File: config.mk
export PLATFORM = sky130hd
export DESIGN_NAME = irq_flags_vectoring_sleep_ctrl
export DESIGN_NICKNAME = d
export VERILOG_FILES = /design/src/shared/irq_pkg.sv /design/src/core/ext_sense.sv /design/src/core/irq_flags_vectoring_sleep_ctrl.sv
export VERILOG_INCLUDE_DIRS = /design/src /design/src/shared
export SDC_FILE = /design/constraint.sdc
export NUM_CORES = 1
export LEC_CHECK = 0
export BUFFER_PORTS_ARGS = -buffer_cell sky130_fd_sc_hd__buf_4
export CAP_MARGIN = 10
export CORE_ASPECT_RATIO = 0.75
export CORE_MARGIN = 1.5
export CORE_UTILIZATION = 49
export DETAILED_ROUTE_END_ITERATION = 16
export PLACE_DENSITY = 0.89
export RECOVER_POWER = 25
export SLEW_MARGIN = 0
export SYNTH_ARGS = -nofsm -noshare
export SYNTH_HDL_FRONTEND = slang
export SYNTH_SLANG_ARGS = --single-unit
File: constraint.sdc
create_clock -name CLK_SYS_IN -period 4.8 [get_ports CLK_SYS_IN]
set_input_delay 0.72 -clock CLK_SYS_IN [delete_from_list [all_inputs] [get_ports CLK_SYS_IN]]
set_output_delay 0.72 -clock CLK_SYS_IN [all_outputs]
set_load 0.05 [all_outputs]
File: src/shared/irq_cfg.svh
`ifndef IRQ_CFG_SVH
`define IRQ_CFG_SVH

// Register indices; byte address is four times the index
`define GEN_CTRL_IDX 6'h35
`define TFLAG_IDX 6'h38
`define TMASK_IDX 6'h39
`define EXT_FLAG_IDX 6'h3A
`define EXT_EN_IDX 6'h3B
`define STATUS_IDX 6'h3F

// Timer flag and mask bit positions
`define T2_CMP_BIT 7
`define T2_OVF_BIT 6
`define T1_CAP_BIT 5
`define T1_CMPA_BIT 4
`define T1_CMPB_BIT 3
`define T1_OVF_BIT 2
`define TIMER_RSVD_BIT 1
`define T0_OVF_BIT 0
`define TIMER_BITS_MASK 8'hFD

// General control bit positions
`define SLEEP_ARM_BIT 6
`define SLEEP_KIND_HI 5
`define SLEEP_KIND_LO 4
`define EXT1_SENSE_HI 3
`define EXT1_SENSE_LO 2
`define EXT0_SENSE_HI 1
`define EXT0_SENSE_LO 0
`define GEN_CTRL_MASK 8'h7F

// External enable/flag and status bit positions
`define EXT1_BIT 7
`define EXT0_BIT 6
`define GIE_BIT 7

// Reset values
`define GEN_CTRL_RST 8'h00
`define TIMER_REG_RST 8'h00
`define EXT_REG_RST 2'h0

// Vector addresses
`define VEC_NONE 4'h0
`define VEC_EXT0 4'h1
`define VEC_EXT1 4'h2
`define VEC_T2_CMP 4'h3
`define VEC_T2_OVF 4'h4
`define VEC_T1_CAP 4'h5
`define VEC_T1_CMPA 4'h6
`define VEC_T1_CMPB 4'h7
`define VEC_T1_OVF 4'h8
`define VEC_T0_OVF 4'h9

// Sequence lengths in clock cycles, and first/last push or pop cycle within a sequence
`define ENTRY_CYCLES 3'h4
`define JUMP_CYCLES 3'h2
`define RETURN_CYCLES 3'h4
`define PUSH_FIRST 3'h1
`define PUSH_LAST 3'h2

// AXI responses
`define AXI_OKAY 2'h0
`define AXI_SLVERR 2'h2

`endif

File: src/shared/irq_pkg.sv
package irq_pkg;

	typedef enum logic [2:0] {
		ST_IDLE = 3'h0,
		ST_ENTRY = 3'h1,
		ST_JUMP = 3'h3,
		ST_HANDLER = 3'h2,
		ST_RETURN = 3'h6,
		ST_SETTLE = 3'h7
	} ctrl_state_t;

	typedef enum logic [1:0] {
		SLEEP_IDLE = 2'h0,
		SLEEP_RSVD = 2'h1,
		SLEEP_PDOWN = 2'h2,
		SLEEP_PSAVE = 2'h3
	} sleep_mode_t;

	typedef enum logic [1:0] {
		SENSE_LOW = 2'h0,
		SENSE_RSVD = 2'h1,
		SENSE_FALL = 2'h2,
		SENSE_RISE = 2'h3
	} sense_t;

endpackage

File: src/core/ext_sense.sv
`timescale 1ns/1ps
module ext_sense
	import irq_pkg::*;
(
	input wire logic clk_in, // System clock
	input wire logic arst_n_in, // Async reset, active low
	input wire logic pin_in, // Raw pin level
	input wire logic [1:0] sense_in, // Sense code
	output logic edge_hit_out, // One-cycle edge event
	output logic level_req_out // Held while pin low in level mode
);

	logic sync1_r;
	logic sync2_r;
	logic prev_r;
	sense_t sense;

	assign sense = sense_t'(sense_in);

	// Pin read even when driven as output, so software can trigger it
	always_ff @(posedge clk_in or negedge arst_n_in) begin
		if (!arst_n_in) begin
			sync1_r <= 1'b1;
			sync2_r <= 1'b1;
			prev_r <= 1'b1;
		end else begin
			sync1_r <= pin_in;
			sync2_r <= sync1_r;
			prev_r <= sync2_r;
		end
	end

	always_comb begin
		edge_hit_out = 1'b0;
		level_req_out = 1'b0;
		case (sense)
			SENSE_LOW: level_req_out = ~sync2_r;
			SENSE_FALL: edge_hit_out = prev_r & ~sync2_r;
			SENSE_RISE: edge_hit_out = ~prev_r & sync2_r;
			default: begin
				edge_hit_out = 1'b0;
				level_req_out = 1'b0;
			end
		endcase
	end

endmodule

File: src/core/irq_flags_vectoring_sleep_ctrl.sv
`timescale 1ns/1ps
`include "irq_cfg.svh"
// Notes on behaviour
// Timer1 compare-B requests vector 7 when enabled
// Timer1 overflow requests vector 8 when enabled
// Timer0 overflow requests vector 9 when enabled
// Flag register layout bits 7..2 and 0
// Bit 1 of mask and flags reads zero
// Flags clear on vector fetch or write-one
// Timer2 compare sets flag; needs flag, enable, global
// Timer2 overflow flag; PWM uses bottom reversal
// Capture event sets timer1 capture flag
// Timer1 compare A/B set own flags
// Timer1/timer0 overflow flags; timer1 PWM bottom
// External pin triggers even when driven output
// Level sense requests while pin held low
// Entry four cycles, two pushes of PC
// Vector jump takes two cycles
// Finish current instruction before entry
// Return four cycles, two pops of PC
// One main instruction before next interrupt
// Status word never saved or restored
// Flags set on event edge only
// General control register bit layout
// Sleep entered only when sleep armed
// Sleep kind codes idle, power down, save
// Sense codes low, falling, rising edge
// Accepting interrupt clears global enable
// Lowest pending vector served first
module irq_flags_vectoring_sleep_ctrl
	import irq_pkg::*;
#(
	parameter int ADDR_W = 8
) (
	input wire logic CLK_SYS_IN, // 200 MHz system clock
	input wire logic ARST_N_IN, // Async reset, active low
	input wire logic [ADDR_W-1:0] AWADDR_IN, // AXI write address
	input wire logic AWVALID_IN, // AXI write address valid
	output logic AWREADY_OUT, // AXI write address ready
	input wire logic [31:0] WDATA_IN, // AXI write data
	input wire logic [3:0] WSTRB_IN, // AXI write strobes
	input wire logic WVALID_IN, // AXI write data valid
	output logic WREADY_OUT, // AXI write data ready
	output logic [1:0] BRESP_OUT, // AXI write response
	output logic BVALID_OUT, // AXI write response valid
	input wire logic BREADY_IN, // AXI write response ready
	input wire logic [ADDR_W-1:0] ARADDR_IN, // AXI read address
	input wire logic ARVALID_IN, // AXI read address valid
	output logic ARREADY_OUT, // AXI read address ready
	output logic [31:0] RDATA_OUT, // AXI read data
	output logic [1:0] RRESP_OUT, // AXI read response
	output logic RVALID_OUT, // AXI read data valid
	input wire logic RREADY_IN, // AXI read data ready
	input wire logic T2_CMP_MATCH_IN, // Timer2 equals compare value
	input wire logic T2_OVF_IN, // Timer2 overflow
	input wire logic T2_BOTTOM_IN, // Timer2 reverses at zero
	input wire logic T2_PWM_IN, // Timer2 in PWM mode
	input wire logic T1_CAPTURE_IN, // Timer1 capture stored
	input wire logic T1_CMPA_MATCH_IN, // Timer1 equals compare A
	input wire logic T1_CMPB_MATCH_IN, // Timer1 equals compare B
	input wire logic T1_OVF_IN, // Timer1 overflow
	input wire logic T1_BOTTOM_IN, // Timer1 reverses at zero
	input wire logic T1_PWM_IN, // Timer1 in PWM mode
	input wire logic T0_OVF_IN, // Timer0 overflow
	input wire logic EXT_IRQ_PIN_0_IN, // External interrupt pin 0
	input wire logic EXT_IRQ_PIN_1_IN, // External interrupt pin 1
	input wire logic INSTR_DONE_IN, // Core at instruction boundary
	input wire logic RETI_IN, // Core executes return from handler
	input wire logic SLEEP_INSTR_IN, // Core executes sleep
	output logic IRQ_PENDING_OUT, // Enabled request waiting
	output logic VECTOR_FETCH_OUT, // Core jumps to vector now
	output logic [3:0] VECTOR_ADDR_OUT, // Vector address
	output logic STACK_PUSH_OUT, // Push one PC byte, SP minus one
	output logic STACK_POP_OUT, // Pop one PC byte, SP plus one
	output logic GLOBAL_IRQ_EN_OUT, // Global interrupt enable
	output logic SLEEP_ACTIVE_OUT, // Core asleep
	output logic [1:0] SLEEP_MODE_OUT // Selected sleep kind
);

	logic [7:0] general_control_r;
	logic [7:0] timer_event_flags_r;
	logic [7:0] timer_event_flags_nxt;
	logic [7:0] timer_event_mask_r;
	logic [1:0] ext_flags_r;
	logic [1:0] ext_flags_nxt;
	logic [1:0] ext_en_r;
	logic gie_r;
	logic bvalid_r;
	logic [1:0] bresp_r;
	logic rvalid_r;
	logic [1:0] rresp_r;
	logic [31:0] rdata_r;
	logic wr_fire;
	logic wr_en;
	logic rd_fire;
	logic [5:0] wr_idx;
	logic [5:0] rd_idx;
	logic [7:0] wbyte;
	logic [7:0] ev_lvl;
	logic [7:0] ev_prev_r;
	logic [7:0] ev_rise;
	logic [7:0] timer_pend;
	logic [1:0] ext_edge;
	logic [1:0] ext_level;
	logic [1:0] ext_pend;
	logic [9:1] vec_pend;
	logic [3:0] pick;
	logic accept;
	logic fetch_now;
	logic [7:0] hw_clr_tim;
	logic [1:0] hw_clr_ext;
	ctrl_state_t state_r;
	logic [2:0] cnt_r;
	logic [3:0] vec_r;
	logic fetch_r;
	logic push_r;
	logic pop_r;
	logic sleep_r;
	logic [1:0] sleep_mode_r;
	logic [7:0] rd_byte;
	logic rd_hit;

	// Write channel: both halves taken together, one write in flight
	assign wr_fire = AWVALID_IN & WVALID_IN & ~bvalid_r;
	assign AWREADY_OUT = wr_fire;
	assign WREADY_OUT = wr_fire;
	assign wr_idx = AWADDR_IN[7:2];
	assign wr_en = wr_fire & WSTRB_IN[0];
	assign wbyte = WDATA_IN[7:0];
	assign rd_fire = ARVALID_IN & ~rvalid_r;
	assign ARREADY_OUT = ~rvalid_r;
	assign rd_idx = ARADDR_IN[7:2];

	always_ff @(posedge CLK_SYS_IN or negedge ARST_N_IN) begin
		if (!ARST_N_IN) begin
			bvalid_r <= 1'b0;
			bresp_r <= `AXI_OKAY;
		end else if (wr_fire) begin
			bvalid_r <= 1'b1;
			case (wr_idx)
				`GEN_CTRL_IDX, `TFLAG_IDX, `TMASK_IDX, `EXT_FLAG_IDX, `EXT_EN_IDX, `STATUS_IDX: begin
					bresp_r <= `AXI_OKAY;
				end
				default: bresp_r <= `AXI_SLVERR;
			endcase
		end else if (BREADY_IN) begin
			bvalid_r <= 1'b0;
		end
	end

	assign BVALID_OUT = bvalid_r;
	assign BRESP_OUT = bresp_r;

	always_comb begin
		rd_byte = 8'h00;
		rd_hit = 1'b1;
		case (rd_idx)
			`GEN_CTRL_IDX: rd_byte = general_control_r & `GEN_CTRL_MASK;
			`TFLAG_IDX: rd_byte = timer_event_flags_r & `TIMER_BITS_MASK;
			`TMASK_IDX: rd_byte = timer_event_mask_r & `TIMER_BITS_MASK;
			`EXT_FLAG_IDX: rd_byte = {ext_flags_r[1], ext_flags_r[0], 6'h00};
			`EXT_EN_IDX: rd_byte = {ext_en_r[1], ext_en_r[0], 6'h00};
			`STATUS_IDX: rd_byte = {gie_r, 7'h00};
			default: rd_hit = 1'b0;
		endcase
	end

	always_ff @(posedge CLK_SYS_IN or negedge ARST_N_IN) begin
		if (!ARST_N_IN) begin
			rvalid_r <= 1'b0;
			rresp_r <= `AXI_OKAY;
			rdata_r <= 32'h0000_0000;
		end else if (rd_fire) begin
			rvalid_r <= 1'b1;
			rresp_r <= rd_hit ? `AXI_OKAY : `AXI_SLVERR;
			rdata_r <= {24'h00_0000, rd_byte};
		end else if (RREADY_IN) begin
			rvalid_r <= 1'b0;
		end
	end

	assign RVALID_OUT = rvalid_r;
	assign RRESP_OUT = rresp_r;
	assign RDATA_OUT = rdata_r;

	// Plain control registers
	always_ff @(posedge CLK_SYS_IN or negedge ARST_N_IN) begin
		if (!ARST_N_IN) begin
			general_control_r <= `GEN_CTRL_RST;
			timer_event_mask_r <= `TIMER_REG_RST;
			ext_en_r <= `EXT_REG_RST;
		end else if (wr_en) begin
			if (wr_idx == `GEN_CTRL_IDX) begin
				general_control_r <= wbyte & `GEN_CTRL_MASK;
			end
			if (wr_idx == `TMASK_IDX) begin
				timer_event_mask_r <= wbyte & `TIMER_BITS_MASK;
			end
			if (wr_idx == `EXT_EN_IDX) begin
				ext_en_r <= {wbyte[`EXT1_BIT], wbyte[`EXT0_BIT]};
			end
		end
	end

	// Standing conditions only flag on their leading edge
	always_comb begin
		ev_lvl = 8'h00;
		ev_lvl[`T2_CMP_BIT] = T2_CMP_MATCH_IN;
		ev_lvl[`T2_OVF_BIT] = T2_PWM_IN ? T2_BOTTOM_IN : T2_OVF_IN;
		ev_lvl[`T1_CAP_BIT] = T1_CAPTURE_IN;
		ev_lvl[`T1_CMPA_BIT] = T1_CMPA_MATCH_IN;
		ev_lvl[`T1_CMPB_BIT] = T1_CMPB_MATCH_IN;
		ev_lvl[`T1_OVF_BIT] = T1_PWM_IN ? T1_BOTTOM_IN : T1_OVF_IN;
		ev_lvl[`T0_OVF_BIT] = T0_OVF_IN;
	end

	always_ff @(posedge CLK_SYS_IN or negedge ARST_N_IN) begin
		if (!ARST_N_IN) begin
			ev_prev_r <= 8'h00;
		end else begin
			ev_prev_r <= ev_lvl;
		end
	end

	assign ev_rise = ev_lvl & ~ev_prev_r & `TIMER_BITS_MASK;

	// Vector-to-flag map for the hardware clear at fetch
	always_comb begin
		hw_clr_tim = 8'h00;
		hw_clr_ext = 2'h0;
		if (fetch_now) begin
			case (vec_r)
				`VEC_EXT0: hw_clr_ext[0] = 1'b1;
				`VEC_EXT1: hw_clr_ext[1] = 1'b1;
				`VEC_T2_CMP: hw_clr_tim[`T2_CMP_BIT] = 1'b1;
				`VEC_T2_OVF: hw_clr_tim[`T2_OVF_BIT] = 1'b1;
				`VEC_T1_CAP: hw_clr_tim[`T1_CAP_BIT] = 1'b1;
				`VEC_T1_CMPA: hw_clr_tim[`T1_CMPA_BIT] = 1'b1;
				`VEC_T1_CMPB: hw_clr_tim[`T1_CMPB_BIT] = 1'b1;
				`VEC_T1_OVF: hw_clr_tim[`T1_OVF_BIT] = 1'b1;
				`VEC_T0_OVF: hw_clr_tim[`T0_OVF_BIT] = 1'b1;
				default: hw_clr_tim = 8'h00;
			endcase
		end
	end

	// New event wins over a clear in the same cycle
	always_comb begin
		timer_event_flags_nxt = timer_event_flags_r & ~hw_clr_tim;
		ext_flags_nxt = ext_flags_r & ~hw_clr_ext;
		if (wr_en && wr_idx == `TFLAG_IDX) begin
			timer_event_flags_nxt = timer_event_flags_nxt & ~wbyte;
		end
		if (wr_en && wr_idx == `EXT_FLAG_IDX) begin
			ext_flags_nxt = ext_flags_nxt & ~{wbyte[`EXT1_BIT], wbyte[`EXT0_BIT]};
		end
		timer_event_flags_nxt = (timer_event_flags_nxt | ev_rise) & `TIMER_BITS_MASK;
		ext_flags_nxt = ext_flags_nxt | ext_edge;
	end

	always_ff @(posedge CLK_SYS_IN or negedge ARST_N_IN) begin
		if (!ARST_N_IN) begin
			timer_event_flags_r <= `TIMER_REG_RST;
			ext_flags_r <= `EXT_REG_RST;
		end else begin
			timer_event_flags_r <= timer_event_flags_nxt;
			ext_flags_r <= ext_flags_nxt;
		end
	end

	ext_sense u_ext0 (
		.clk_in(CLK_SYS_IN),
		.arst_n_in(ARST_N_IN),
		.pin_in(EXT_IRQ_PIN_0_IN),
		.sense_in(general_control_r[`EXT0_SENSE_HI:`EXT0_SENSE_LO]),
		.edge_hit_out(ext_edge[0]),
		.level_req_out(ext_level[0])
	);

	ext_sense u_ext1 (
		.clk_in(CLK_SYS_IN),
		.arst_n_in(ARST_N_IN),
		.pin_in(EXT_IRQ_PIN_1_IN),
		.sense_in(general_control_r[`EXT1_SENSE_HI:`EXT1_SENSE_LO]),
		.edge_hit_out(ext_edge[1]),
		.level_req_out(ext_level[1])
	);

	// Level mode has no flag; the request follows the pin
	assign ext_pend = ext_en_r & (ext_flags_r | ext_level);
	assign timer_pend = timer_event_flags_r & timer_event_mask_r;

	always_comb begin
		vec_pend[`VEC_EXT0] = ext_pend[0];
		vec_pend[`VEC_EXT1] = ext_pend[1];
		vec_pend[`VEC_T2_CMP] = timer_pend[`T2_CMP_BIT];
		vec_pend[`VEC_T2_OVF] = timer_pend[`T2_OVF_BIT];
		vec_pend[`VEC_T1_CAP] = timer_pend[`T1_CAP_BIT];
		vec_pend[`VEC_T1_CMPA] = timer_pend[`T1_CMPA_BIT];
		vec_pend[`VEC_T1_CMPB] = timer_pend[`T1_CMPB_BIT];
		vec_pend[`VEC_T1_OVF] = timer_pend[`T1_OVF_BIT];
		vec_pend[`VEC_T0_OVF] = timer_pend[`T0_OVF_BIT];
	end

	// Scan downward so the lowest vector is left standing
	always_comb begin
		pick = `VEC_NONE;
		for (int i = 9; i >= 1; i--) begin
			if (vec_pend[i]) begin
				pick = 4'(i);
			end
		end
	end

	assign IRQ_PENDING_OUT = |vec_pend;
	// Asleep counts as a boundary; awake waits for the instruction to end
	assign accept = (state_r == ST_IDLE) && gie_r && (|vec_pend) && (INSTR_DONE_IN || sleep_r);
	assign fetch_now = (state_r == ST_ENTRY) && (cnt_r == `ENTRY_CYCLES - 3'h1);

	// Sequencer; the core's status word is left to handler code
	always_ff @(posedge CLK_SYS_IN or negedge ARST_N_IN) begin
		if (!ARST_N_IN) begin
			state_r <= ST_IDLE;
			cnt_r <= 3'h0;
			vec_r <= `VEC_NONE;
		end else begin
			case (state_r)
				ST_IDLE: begin
					if (accept) begin
						state_r <= ST_ENTRY;
						cnt_r <= 3'h0;
						vec_r <= pick;
					end
				end
				ST_ENTRY: begin
					cnt_r <= cnt_r + 3'h1;
					if (fetch_now) begin
						state_r <= ST_JUMP;
						cnt_r <= 3'h0;
					end
				end
				ST_JUMP: begin
					cnt_r <= cnt_r + 3'h1;
					if (cnt_r == `JUMP_CYCLES - 3'h1) begin
						state_r <= ST_HANDLER;
						cnt_r <= 3'h0;
					end
				end
				ST_HANDLER: begin
					if (RETI_IN) begin
						state_r <= ST_RETURN;
						cnt_r <= 3'h0;
					end
				end
				ST_RETURN: begin
					cnt_r <= cnt_r + 3'h1;
					if (cnt_r == `RETURN_CYCLES - 3'h1) begin
						state_r <= ST_SETTLE;
						cnt_r <= 3'h0;
					end
				end
				ST_SETTLE: begin
					if (INSTR_DONE_IN) begin
						state_r <= ST_IDLE;
					end
				end
				default: state_r <= ST_IDLE;
			endcase
		end
	end

	// Strobes to the core, one byte of PC per push or pop
	always_ff @(posedge CLK_SYS_IN or negedge ARST_N_IN) begin
		if (!ARST_N_IN) begin
			fetch_r <= 1'b0;
			push_r <= 1'b0;
			pop_r <= 1'b0;
		end else begin
			fetch_r <= fetch_now;
			push_r <= (state_r == ST_ENTRY) && (cnt_r >= `PUSH_FIRST) && (cnt_r <= `PUSH_LAST);
			pop_r <= (state_r == ST_RETURN) && (cnt_r >= `PUSH_FIRST) && (cnt_r <= `PUSH_LAST);
		end
	end

	assign VECTOR_FETCH_OUT = fetch_r;
	assign VECTOR_ADDR_OUT = vec_r;
	assign STACK_PUSH_OUT = push_r;
	assign STACK_POP_OUT = pop_r;

	// Acceptance clear beats a software set in the same cycle
	always_ff @(posedge CLK_SYS_IN or negedge ARST_N_IN) begin
		if (!ARST_N_IN) begin
			gie_r <= 1'b0;
		end else if (accept) begin
			gie_r <= 1'b0;
		end else if (state_r == ST_RETURN && cnt_r == `RETURN_CYCLES - 3'h1) begin
			gie_r <= 1'b1;
		end else if (wr_en && wr_idx == `STATUS_IDX) begin
			gie_r <= wbyte[`GIE_BIT];
		end
	end

	assign GLOBAL_IRQ_EN_OUT = gie_r;

	// Any enabled request wakes the core, global enable or not
	always_ff @(posedge CLK_SYS_IN or negedge ARST_N_IN) begin
		if (!ARST_N_IN) begin
			sleep_r <= 1'b0;
			sleep_mode_r <= SLEEP_IDLE;
		end else if (sleep_r && (|vec_pend)) begin
			sleep_r <= 1'b0;
		end else if (SLEEP_INSTR_IN && general_control_r[`SLEEP_ARM_BIT] && state_r == ST_IDLE) begin
			sleep_r <= 1'b1;
			sleep_mode_r <= general_control_r[`SLEEP_KIND_HI:`SLEEP_KIND_LO];
		end
	end

	assign SLEEP_ACTIVE_OUT = sleep_r;
	assign SLEEP_MODE_OUT = sleep_mode_r;

endmodule

# Word level (Yosys, flattened, before mapping)
# Index checks and enable logic that the tools add are counted.
[word_totals]
register_bits = 69
in_bits = 75
[op_classes]
eq_ne = 38
bitwise = 30
n_reduce_logical = 34
magnitude_cmp = 2
addsub = 1
mux = 54
[op_table]
columns = ["operator", "n"]
rows = [
  ["6-bit equality test, second input constant", 12],
  ["8-bit one-hot mux with 6 select lines", 1],
  ["4-bit two-way mux", 9],
  ["3-bit two-way mux", 11],
  ["8-bit bitwise AND", 4],
  ["8-bit inverter", 3],
  ["1-bit two-way mux", 23],
  ["3-bit one-hot mux with 6 select lines", 1],
  ["4-bit by 3-bit equality test with 1-bit output, second input constant", 4],
  ["8-bit two-way mux", 2],
  ["1-bit logical AND", 15],
  ["3-bit one-hot mux with 5 select lines", 1],
  ["2-bit inequality test, second input constant", 6],
  ["6-bit OR reduction", 2],
  ["2-bit AND reduction", 5],
  ["3-bit by 2-bit equality test with 1-bit output, second input constant", 3],
  ["9-bit OR reduction", 1],
  ["1-bit bitwise AND", 8],
  ["2-bit equality test, second input constant", 4],
  ["4-bit by 2-bit equality test with 1-bit output, second input constant", 2],
  ["4-bit equality test, second input constant", 2],
  ["2-bit two-way mux", 4],
  ["8-bit bitwise OR", 1],
  ["1-bit inverter", 7],
  ["18 further kinds", 28],
]

# Depth between registers and ports, before layout
# Gate-level depths: netlist of the first run.
[depth]
word_depth = 10
depth_mapped = 7

# Modules after synthesis
# From an unflattened synthesis of the first run, not the netlist that was laid out.
[unflattened]
hier_cells = 323
hier_area_um2 = 3445.8
[by_module_without_submodules]
columns = ["mod", "area_each_um2", "instances", "cells_each"]
rows = [
  ["irq_flags_vectoring_sleep_ctrl", 3230.6, 1, 309],
  ["ext_sense", 107.6, 2, 7],
]

# Worst setup path before layout of the first run
# OpenSTA, ideal clock, no wires.
[synth_timing]
path_kind = "input-to-output"
start = "input AWVALID_IN"
end = "output WREADY_OUT"
stages = 3
path_slack_ns = 2.637
arrival_time_ns = 1.443
t_required_ns = 4.080
path_cell_list = "nand3_1 inv_1 buf_4"
[synth_via]
elab_chain_len = 2
[synth_rtl]
columns = ["item", "line_no", "text"]
rows = [
  ["start, declared", "irq_flags_vectoring_sleep_ctrl.sv:38", "input wire logic AWVALID_IN,"],
  ["1-bit bitwise AND (2 in a row)", "irq_flags_vectoring_sleep_ctrl.sv:124", "assign wr_fire = AWVALID_IN & WVALID_IN & ~bvalid_r;"],
  ["end, declared", "irq_flags_vectoring_sleep_ctrl.sv:43", "output logic WREADY_OUT,"],
]
# No other way between the ends.

# Worst setup path in the final report of the first run
[layout_timing]
start = "register timer_event_flags_r[4]"
end = "output IRQ_PENDING_OUT"
[layout_via]
elab_chain_len = 2
[layout_rtl]
columns = ["item", "line_no", "text"]
rows = [
  ["start, declared", "irq_flags_vectoring_sleep_ctrl.sv:81", "logic [7:0] timer_event_flags_r;"],
  ["start signal, assigned", "irq_flags_vectoring_sleep_ctrl.sv:263", "timer_event_flags_r <= `TIMER_REG_RST;"],
  ["start signal, assigned", "irq_flags_vectoring_sleep_ctrl.sv:266", "timer_event_flags_r <= timer_event_flags_nxt;"],
  ["8-bit bitwise AND", "irq_flags_vectoring_sleep_ctrl.sv:291", "assign timer_pend = timer_event_flags_r & timer_event_mask_r;"],
  ["9-bit OR reduction", "irq_flags_vectoring_sleep_ctrl.sv:315", "assign IRQ_PENDING_OUT = |vec_pend;"],
  ["end, declared", "irq_flags_vectoring_sleep_ctrl.sv:70", "output logic IRQ_PENDING_OUT,"],
]
# No other way between the ends.

==> reports/qor.csv, run 1 <==
stage,metric,value,unit
outcome,outcome,finished clean,
sta,post-layout min period,2500,ps
sta,RSZ-0062 raised after global routing,no,
drt,Detailed Route Iter0 Violations,304,
sta,period utilisation layout,0.521,
power,Clock power frac,0.275,
power,static leakage,2.01,nW
floorplan,Chip Width,101,um
global_routing,initial antenna violation count,0,
final_layout,area occupied by multi-input gates,1630,um2
clock_network,H-tree levels,3,
placement,Post-DP HPWL,6130,um
drt,Antenna Nets Post-Route,0,
critical_path,"Req. time, crit path",4080,ps
final_layout,ANT cells,0,
yosys,top cell type's share of synthesized area,0.432,
sta,count of final hold-check violations,0,
power,Gate power share,0.303,
final_layout,Syn-to-layout area delta,19.7,%
sta,Max transition margin,0.451,
power,Cell Int Power,1.05,mW
placement,routability cong.,0.929,
yosys,post-synthesis sequential area ratio,0.477,
hold_path,worst hold path type,reg -> reg,
yosys,Post-Syn Area,3530,um2
yosys,most numerous cell in the Yosys netlist,dfrtp_1,
critical_path,startpoint class of the critical path,flop,
clock_network,worst-skew pair later-pin latency,350,ps
global_routing,vias in the first global route,2777,
power,Pwr Density,402,nW/um2
critical_path,crit path DAT,1780,ps
critical_path,beginning of the worst register-to-register path,cnt_r[1]$_DFFE_PN0P_,
clock_network,Clock Sinks,67,
critical_path,CP Max Fanout,6,
critical_path,Critical Path End Type,output pin,
floorplan,Core Area,6900,um2
yosys,#FFs+latches synth,67,
hold_path,hold_sp,u_ext0.sync1_r$_DFF_PN1_,
floorplan,die area,7730,um2
yosys,Mapped Cells,328,
clock_network,Num CTS Buffers,9,
clock_network,PostCTS Resize Cnt,0,
global_routing,gr ovfl total,0,
yosys,synthesized area per cell,10.8,um2
sta,Final setup viols,0,
critical_path,CP max-delay cell,dfrtp_1,
clock_network,root cell of the clock tree,clkbuf_8,
yosys,dominant cell type by area after synthesis,dfrtp_1,
critical_path,CP Launch Point,timer_event_flags_r[4]$_DFF_PN0_,
clock_network,Setup Buffers After CTS,0,
yosys,YS warnings,0,
power,Final Power,1.70,mW
power,part of the power in registers,0.422,
global_routing,largest net degree at the start of global routing,68,
sta,Slew @ Worst Pin,824,ps
sta,Slew Limit Fails,0,
critical_path,"slowest stage delay, CP",450,ps
yosys,"Primary FF master, synth",dfrtp_1,
floorplan,chip height,76.5,um
power,Net Sw Frac,0.380,
floorplan,Starting Density,0.512,
final_layout,share of post-route cells with drive strength above 1,0.272,
drt,drt pass-1 iters,5,
clock_network,TritonCTS clock tree,built,
run,max-cap violation count,0,
sta,Setup TNS,0,ps
global_routing,first-pass GRT wire length,13900,um
sta,skew final,8.84,ps
clock_network,Clock Path Buffers,2,
yosys,"Async S/R FF share, synth",1.00,
critical_path,CP Class,reg -> out,
clock_network,Clock Pin Slew Worst Setup and Hold Paths,70,ps
power,worst vdd ir,0.209,mV
final_layout,register area,1680,um2
critical_path,critical path cell sequence,a22oi_1 -> nor2b_2 -> nand4_4 -> buf_4,
drt,drt wl/cell,16.5,um
yosys,number of enable flip-flop cells after synthesis,0,
power,Net Switching,0.646,mW
yosys,Area contributors post-synth,"dfrtp_1, buf_4, mux2_1, dfstp_2, nand2_1",
yosys,Synth cell types,61,
sta,achievable frequency,400,MHz
drt,DRC Markers,0,
final_layout,nets,480,
yosys,synth cell count leaders,"dfrtp_1, nand2_1, buf_4",
final_layout,filler cell count,588,
placement,IO buf count,70,
clock_network,hold_buf cts,0,
drt,Routed WL,8290,um
drt,Vias/cell,5.49,
floorplan,# IOs,128,
floorplan,FP Rows,26,
global_routing,all-layer global routing usage,0.232,
drt,via count,2763,
## worst max-delay path: cells and delay by family, from the launching register on
kind | cells | cell delay (ps)
simple gates | 2 | 490
flops | 1 | 450
compound gates | 1 | 250
buf+inv | 1 | 250
## cells in the final DEF (no fill, tap or decap), types with 2 or more instances in the layout
master and count:
nand2b_1 6, conb_1 26, a21oi_1 5, o21ai_0 10, mux2_2 4, a31oi_1 4, clkbuf_4 7, o211ai_1 5
buf_4 61, a32o_1 3, o21ai_1 11, dfstp_1 2, clkbuf_1 3, o21a_1 2, or3_1 2, nor3_1 6
mux2_4 2, clkbuf_8 9, nor2_1 14, dfrtp_1 61, a22o_1 12, inv_1 22, nor2b_1 3, nor4_4 2
a21o_1 5, nor3_2 3, a22oi_1 2, mux2i_1 5, nor4_1 2, nand4b_1 3, ha_1 5, nand3b_1 2
mux2_1 17, clkinvlp_4 3, nand2_1 31, nand3_1 8, a222oi_1 5, dfstp_2 4
## flip-flops by register name (all words and copies together) (netlist names), 2 cells and up
register,cells
ext_flags_r,2
general_control_r,7
state_r,3
ev_prev_r,7
RDATA_OUT,8
timer_event_mask_r,7
SLEEP_MODE_OUT,2
ext_en_r,2
cnt_r,3
VECTOR_ADDR_OUT,4
timer_event_flags_r,7
## cells by family after synthesis
family,synth area share
XOR/XNOR,0.00248
AND/OR/NAND/NOR,0.157
flip-flops,0.477
other,0.00106
AO/OA/AOI/OAI,0.159
adder cells (fa/ha/maj),0.0177
multiplexers,0.0960
buffers and inverters,0.0896
## power by group through the flow
stage	clock network [mW]	registers, mW	logic, mW
floorplan	0	0.746	0.354
global placement	0	0.717	0.489
detailed placement	0	0.725	0.510
CTS	0.473	0.714	0.514
global route	0.498	0.730	0.558
finish	0.466	0.717	0.514
## area by class of cell
| class | instances | area share |
|---|---|---|
| Sequential cell | 67 | 0.398 |
| Multi-Input combinational cell | 230 | 0.385 |
| Timing Repair Buffer | 70 | 0.123 |
| Clock buffer | 10 | 0.0302 |
| Tap cell | 98 | 0.0290 |
| Inverter | 22 | 0.0195 |
| Clock inverter | 6 | 0.0157 |
## path summary, 6_finish.rpt
path	slack (ps)	endpoint	cells past startpoint
worst max-delay path	2300	IRQ_PENDING_OUT	4
worst min-delay path	360	u_ext0.sync2_r$_DFF_PN1_	0
worst max register to register	2730	timer_event_flags_r[6]$_DFF_PN0_	6
worst min register to register	360	u_ext0.sync2_r$_DFF_PN1_	0
max in group asynchronous	3790	RDATA_OUT[1]$_DFFE_PN0P_	1
min in group asynchronous	480	ev_prev_r[0]$_DFF_PN0_	1
## per-layer routing
layer / vias to the layer above / GRT usage / wire (um)
li1: 1283 / - / -
met1: 1322 / 0.309 / 3510
met2: 138 / 0.378 / 3980
met3: 20 / 0.0523 / 666
met4: 0 / 0.0722 / 139
met5: - / 0 / 0
## through the flow
| step | utilization | setup slack, ps | instances | hold slack (ps) | area, um2 |
|---|---|---|---|---|---|
| floorplan | - | 2640 | 353 | 345 | 3630 |
| global placement | 0.586 | 2680 | 487 | 346 | 4040 |
| detailed placement | 0.586 | 2620 | 487 | 348 | 4040 |
| CTS | 0.614 | 2320 | 503 | 359 | 4230 |
| global route | 0.613 | 2220 | 503 | 367 | 4230 |
| finish | 0.613 | 2300 | 503 | 363 | 4230 |
No activity file was read; power rests on OpenSTA's default activity.
==> run 2: changes to the inputs <==
ABC_AREA = 1   (was not set)
clock period = 2.51 ns   (was 4.8 ns; I/O delays follow)
==> reports/qor.csv, run 2 <==
stage,metric,value,unit,change
power,Net Sw Frac,0.410,,+0.0294
final_layout,share of post-route cells with drive strength above 1,0.251,,-0.0206
placement,Cells after DPL,596,,+22%
critical_path,buffer and inverter count on the worst path,1,,unchanged
drt,Detailed Route Iter0 Violations,207,,-32%
critical_path,crit path DAT,1620,ps,-160 ps
yosys,"Primary FF master, synth",dfrtp_1,,
global_routing,first-pass GRT wire length,13400,um,-3.4%
yosys,mux cell area share after synthesis,0.00280,,-0.0932
yosys,dominant cell type by area after synthesis,dfrtp_1,,
run,max-cap violation count,1,,+1
power,Pwr Density,866,nW/um2,+120%
sta,Max transition margin,-0.0621,,-0.513
clock_network,Num CTS Buffers,9,,unchanged
power,worst vdd ir,0.509,mV,+140%
drt,drt pass-1 iters,5,,unchanged
sta,Setup TNS,0,ps,unchanged
final_layout,"commonest non-fill, non-tap cell in the layout",nand2_1,,
critical_path,"slowest stage delay, CP",550,ps,+100 ps
clock_network,Clock Pin Slew Worst Setup and Hold Paths,70,ps,about the same
outcome,outcome,finished with violations,,
drt,Vias/cell,4.93,,-10%
yosys,top cell type's share of synthesized area,0.426,,-0.00574
critical_path,critical path cell sequence,nor2_1 -> nand2_1 -> nand2_2 -> a21oi_4 -> nand3_2 -> buf_4,,
sta,RSZ-0062 raised after global routing,no,,
hold_path,Hold Path Cell Cnt,1,,+1
drt,via count,3020,,+9.3%
yosys,"Async S/R FF share, synth",1.00,,unchanged
global_routing,all-layer global routing usage,0.222,,-0.00961
outcome,failing checks,"max-capacitance violations, max-slew violations",,
floorplan,Core Area,6930,um2,+0.47%
drt,Routed WL,7920,um,-4.4%
hold_path,hold_sp,EXT_IRQ_PIN_1_IN,,
placement,pre-CTS setup slack,738,ps,-1880 ps
yosys,number of enable flip-flop cells after synthesis,0,,unchanged
hold_path,worst hold path type,in -> reg,,
clock_network,Setup Buffers After CTS,0,,unchanged
clock_network,PostCTS Resize Cnt,0,,unchanged
final_layout,filler cell count,596,,+1.4%
floorplan,# IOs,128,,unchanged
final_layout,nets,589,,+23%
clock_network,Clock Path Buffers,2,,unchanged
power,Net Switching,1.52,mW,+140%
final_layout,Syn-to-layout area delta,19.9,%,
power,static leakage,2.21,nW,+9.9%
drt,Antenna Nets Post-Route,0,,unchanged
critical_path,beginning of the worst register-to-register path,cnt_r[1]$_DFFE_PN0P_,,
yosys,Area contributors post-synth,"dfrtp_1, nand2_1, buf_4, inv_1, dfstp_2",,
yosys,synth cell count leaders,"nand2_1, dfrtp_1, inv_1",,
yosys,synthesized area per cell,8.25,um2,-23%
sta,period utilisation layout,0.794,,
yosys,most numerous cell in the Yosys netlist,nand2_1,,
global_routing,gr ovfl total,0,,unchanged
sta,count of final hold-check violations,0,,unchanged
critical_path,Reg2Reg Depth,7,,+1
floorplan,chip height,77.0,um,+0.64%
drt,DRC Markers,0,,unchanged
placement,IO buf count,70,,unchanged
critical_path,CP max-delay cell,dfstp_1,,
critical_path,CP Class,reg -> out,,
clock_network,worst-skew pair later-pin latency,350,ps,about the same
sta,Slew @ Worst Pin,1590,ps,+769 ps
critical_path,Critical Path End Type,output pin,,
yosys,Mapped Cells,434,,+32%
final_layout,Finished Layout Cells,612,,+22%
yosys,Synth cell types,36,,-41%
yosys,#FFs+latches synth,67,,unchanged
global_routing,vias in the first global route,2888,,+4.0%
sta,post-layout min period,1990,ps,
placement,Post-DP HPWL,6140,um,+0.19%
final_layout,max FFs per register,8,,unchanged
critical_path,CP top delay family,flip-flops,,
floorplan,Chip Width,102,um,+0.65%
sta,achievable frequency,502,MHz,
floorplan,Starting Density,0.517,,+0.00446
clock_network,TritonCTS clock tree,built,,
floorplan,die area,7830,um2,+1.3%
final_layout,"commonest non-fill, non-tap cells in the layout","nand2_1, dfrtp_1, buf_4",,
floorplan,FP Rows,26,,unchanged
sta,Slew Limit Fails,68,,+68
yosys,largest family of logic cells by synthesized area,simple AND/OR/NAND/NOR gates,,
power,Cell Int Power,2.19,mW,+110%
clock_network,hold_buf cts,0,,unchanged
critical_path,CP Max Fanout,3,,-3
sta,Final setup viols,0,,unchanged
drt,drt wl/cell,12.9,um,-21%
power,part of the power in registers,0.375,,-0.047
critical_path,"setup slack, reg-to-reg",790,ps,-1940 ps
clock_network,root cell of the clock tree,clkbuf_8,,
clock_network,H-tree levels,3,,unchanged
yosys,post-synthesis sequential area ratio,0.470,,-0.00633
hold_path,Worst Hold End,u_ext1.sync1_r$_DFF_PN1_,,
critical_path,Reg-to-Reg End,timer_event_flags_r[4]$_DFF_PN0_,,
placement,routability cong.,0.916,,-1.4%
yosys,Adder-Cell Fraction of Synth Area,0.0175,,-0.000235
yosys,Post-Syn Area,3580,um2,+1.3%
final_layout,ANT cells,0,,unchanged
clock_network,Clock Sinks,67,,unchanged
yosys,Synth Area in Compound Gates,0.131,,-0.0283
yosys,post-synthesis simple-gate area fraction,0.250,,+0.0930
sta,skew final,6.56,ps,-2.28 ps
power,Gate power share,0.363,,+0.060
final_layout,"final std cell area, no fill",4290,um2,+1.6%
power,Clock power frac,0.262,,-0.013
sta,min setup slack post-route,517,ps,-1780 ps
global_routing,initial antenna violation count,0,,unchanged
critical_path,"Req. time, crit path",2130,ps,-1950 ps
yosys,Synth Area in XOR/XNOR,0,,-0.00248
global_routing,largest net degree at the start of global routing,68,,unchanged
yosys,YS warnings,0,,unchanged
critical_path,startpoint class of the critical path,flop,,
placement,placed cell area,4090,um2,+1.3%
-- run 2: worst max path at each step --
stage / start / cells after the start / to / slack (ps)
2_1_floorplan: BVALID_OUT$_DFFE_PN0P_ / 7 / timer_event_mask_r[6]$_DFFE_PN0P_ / 720
3_3_place_gp: AWVALID_IN / 8 / timer_event_mask_r[3]$_DFFE_PN0P_ / 840
3_5_place_dp: AWVALID_IN / 8 / timer_event_mask_r[2]$_DFFE_PN0P_ / 740
4_1_cts: u_ext1.sync2_r$_DFF_PN1_ / 6 / IRQ_PENDING_OUT / 510
5_1_grt: u_ext1.sync2_r$_DFF_PN1_ / 6 / IRQ_PENDING_OUT / 410
6_report: u_ext1.sync2_r$_DFF_PN1_ / 6 / IRQ_PENDING_OUT / 520
-- run 2: kinds of logic after synthesis --
kind of cell	Yosys count
AO/OA/AOI/OAI	79
adder cells (fa/ha/maj)	5
AND/OR/NAND/NOR	191
flip-flops	67
other	1
multiplexers	1
buffers and inverters	90
-- run 2: worst reg2reg max path, stage by stage, from the launching register on --
cell and delay (ps):
dfrtp_1 400, ha_1 190, ha_1 280, nand3_2 150, nor3_2 240, nand2_1 140
o211ai_1 120, o21ai_1 100
-- run 2: per-stage QoR --
stage / util / hold slack (ps) / power [mW]
after floorplan: - / 80.9 / 2.41
after global placement: 0.590 / 346 / 2.71
after detailed placement: 0.590 / 347 / 2.76
after CTS: 0.622 / 117 / 3.74
after global routing: 0.620 / 112 / 3.95
final: 0.620 / 129 / 3.72
-- run 2: final cells by class --
class,instances,area (um2),area share
Clock buffer,9,124,0.0289
Timing Repair Buffer,71,519,0.121
Multi-Input combinational cell,302,1530,0.357
Clock inverter,7,91.3,0.0213
Tap cell,98,123,0.0286
Sequential cell,67,1680,0.392
Inverter,58,218,0.0507
-- run 2: routing by layer --
layer	track usage	up-vias	wire, um
met4	0.0931	0	179
li1	-	1490	-
met5	0	-	0
met2	0.329	123	3470
met3	0.0611	19	703
met1	0.307	1388	3570
-- run 2: power groups by stage --
stage / sequential, mW / combinational, mW / clock, mW
global placement: 1.40 / 1.30 / 0
floorplan: 1.62 / 0.793 / 0
CTS: 1.39 / 1.36 / 0.995
finish: 1.39 / 1.35 / 0.973
detailed placement: 1.41 / 1.35 / 0
global route: 1.42 / 1.49 / 1.04
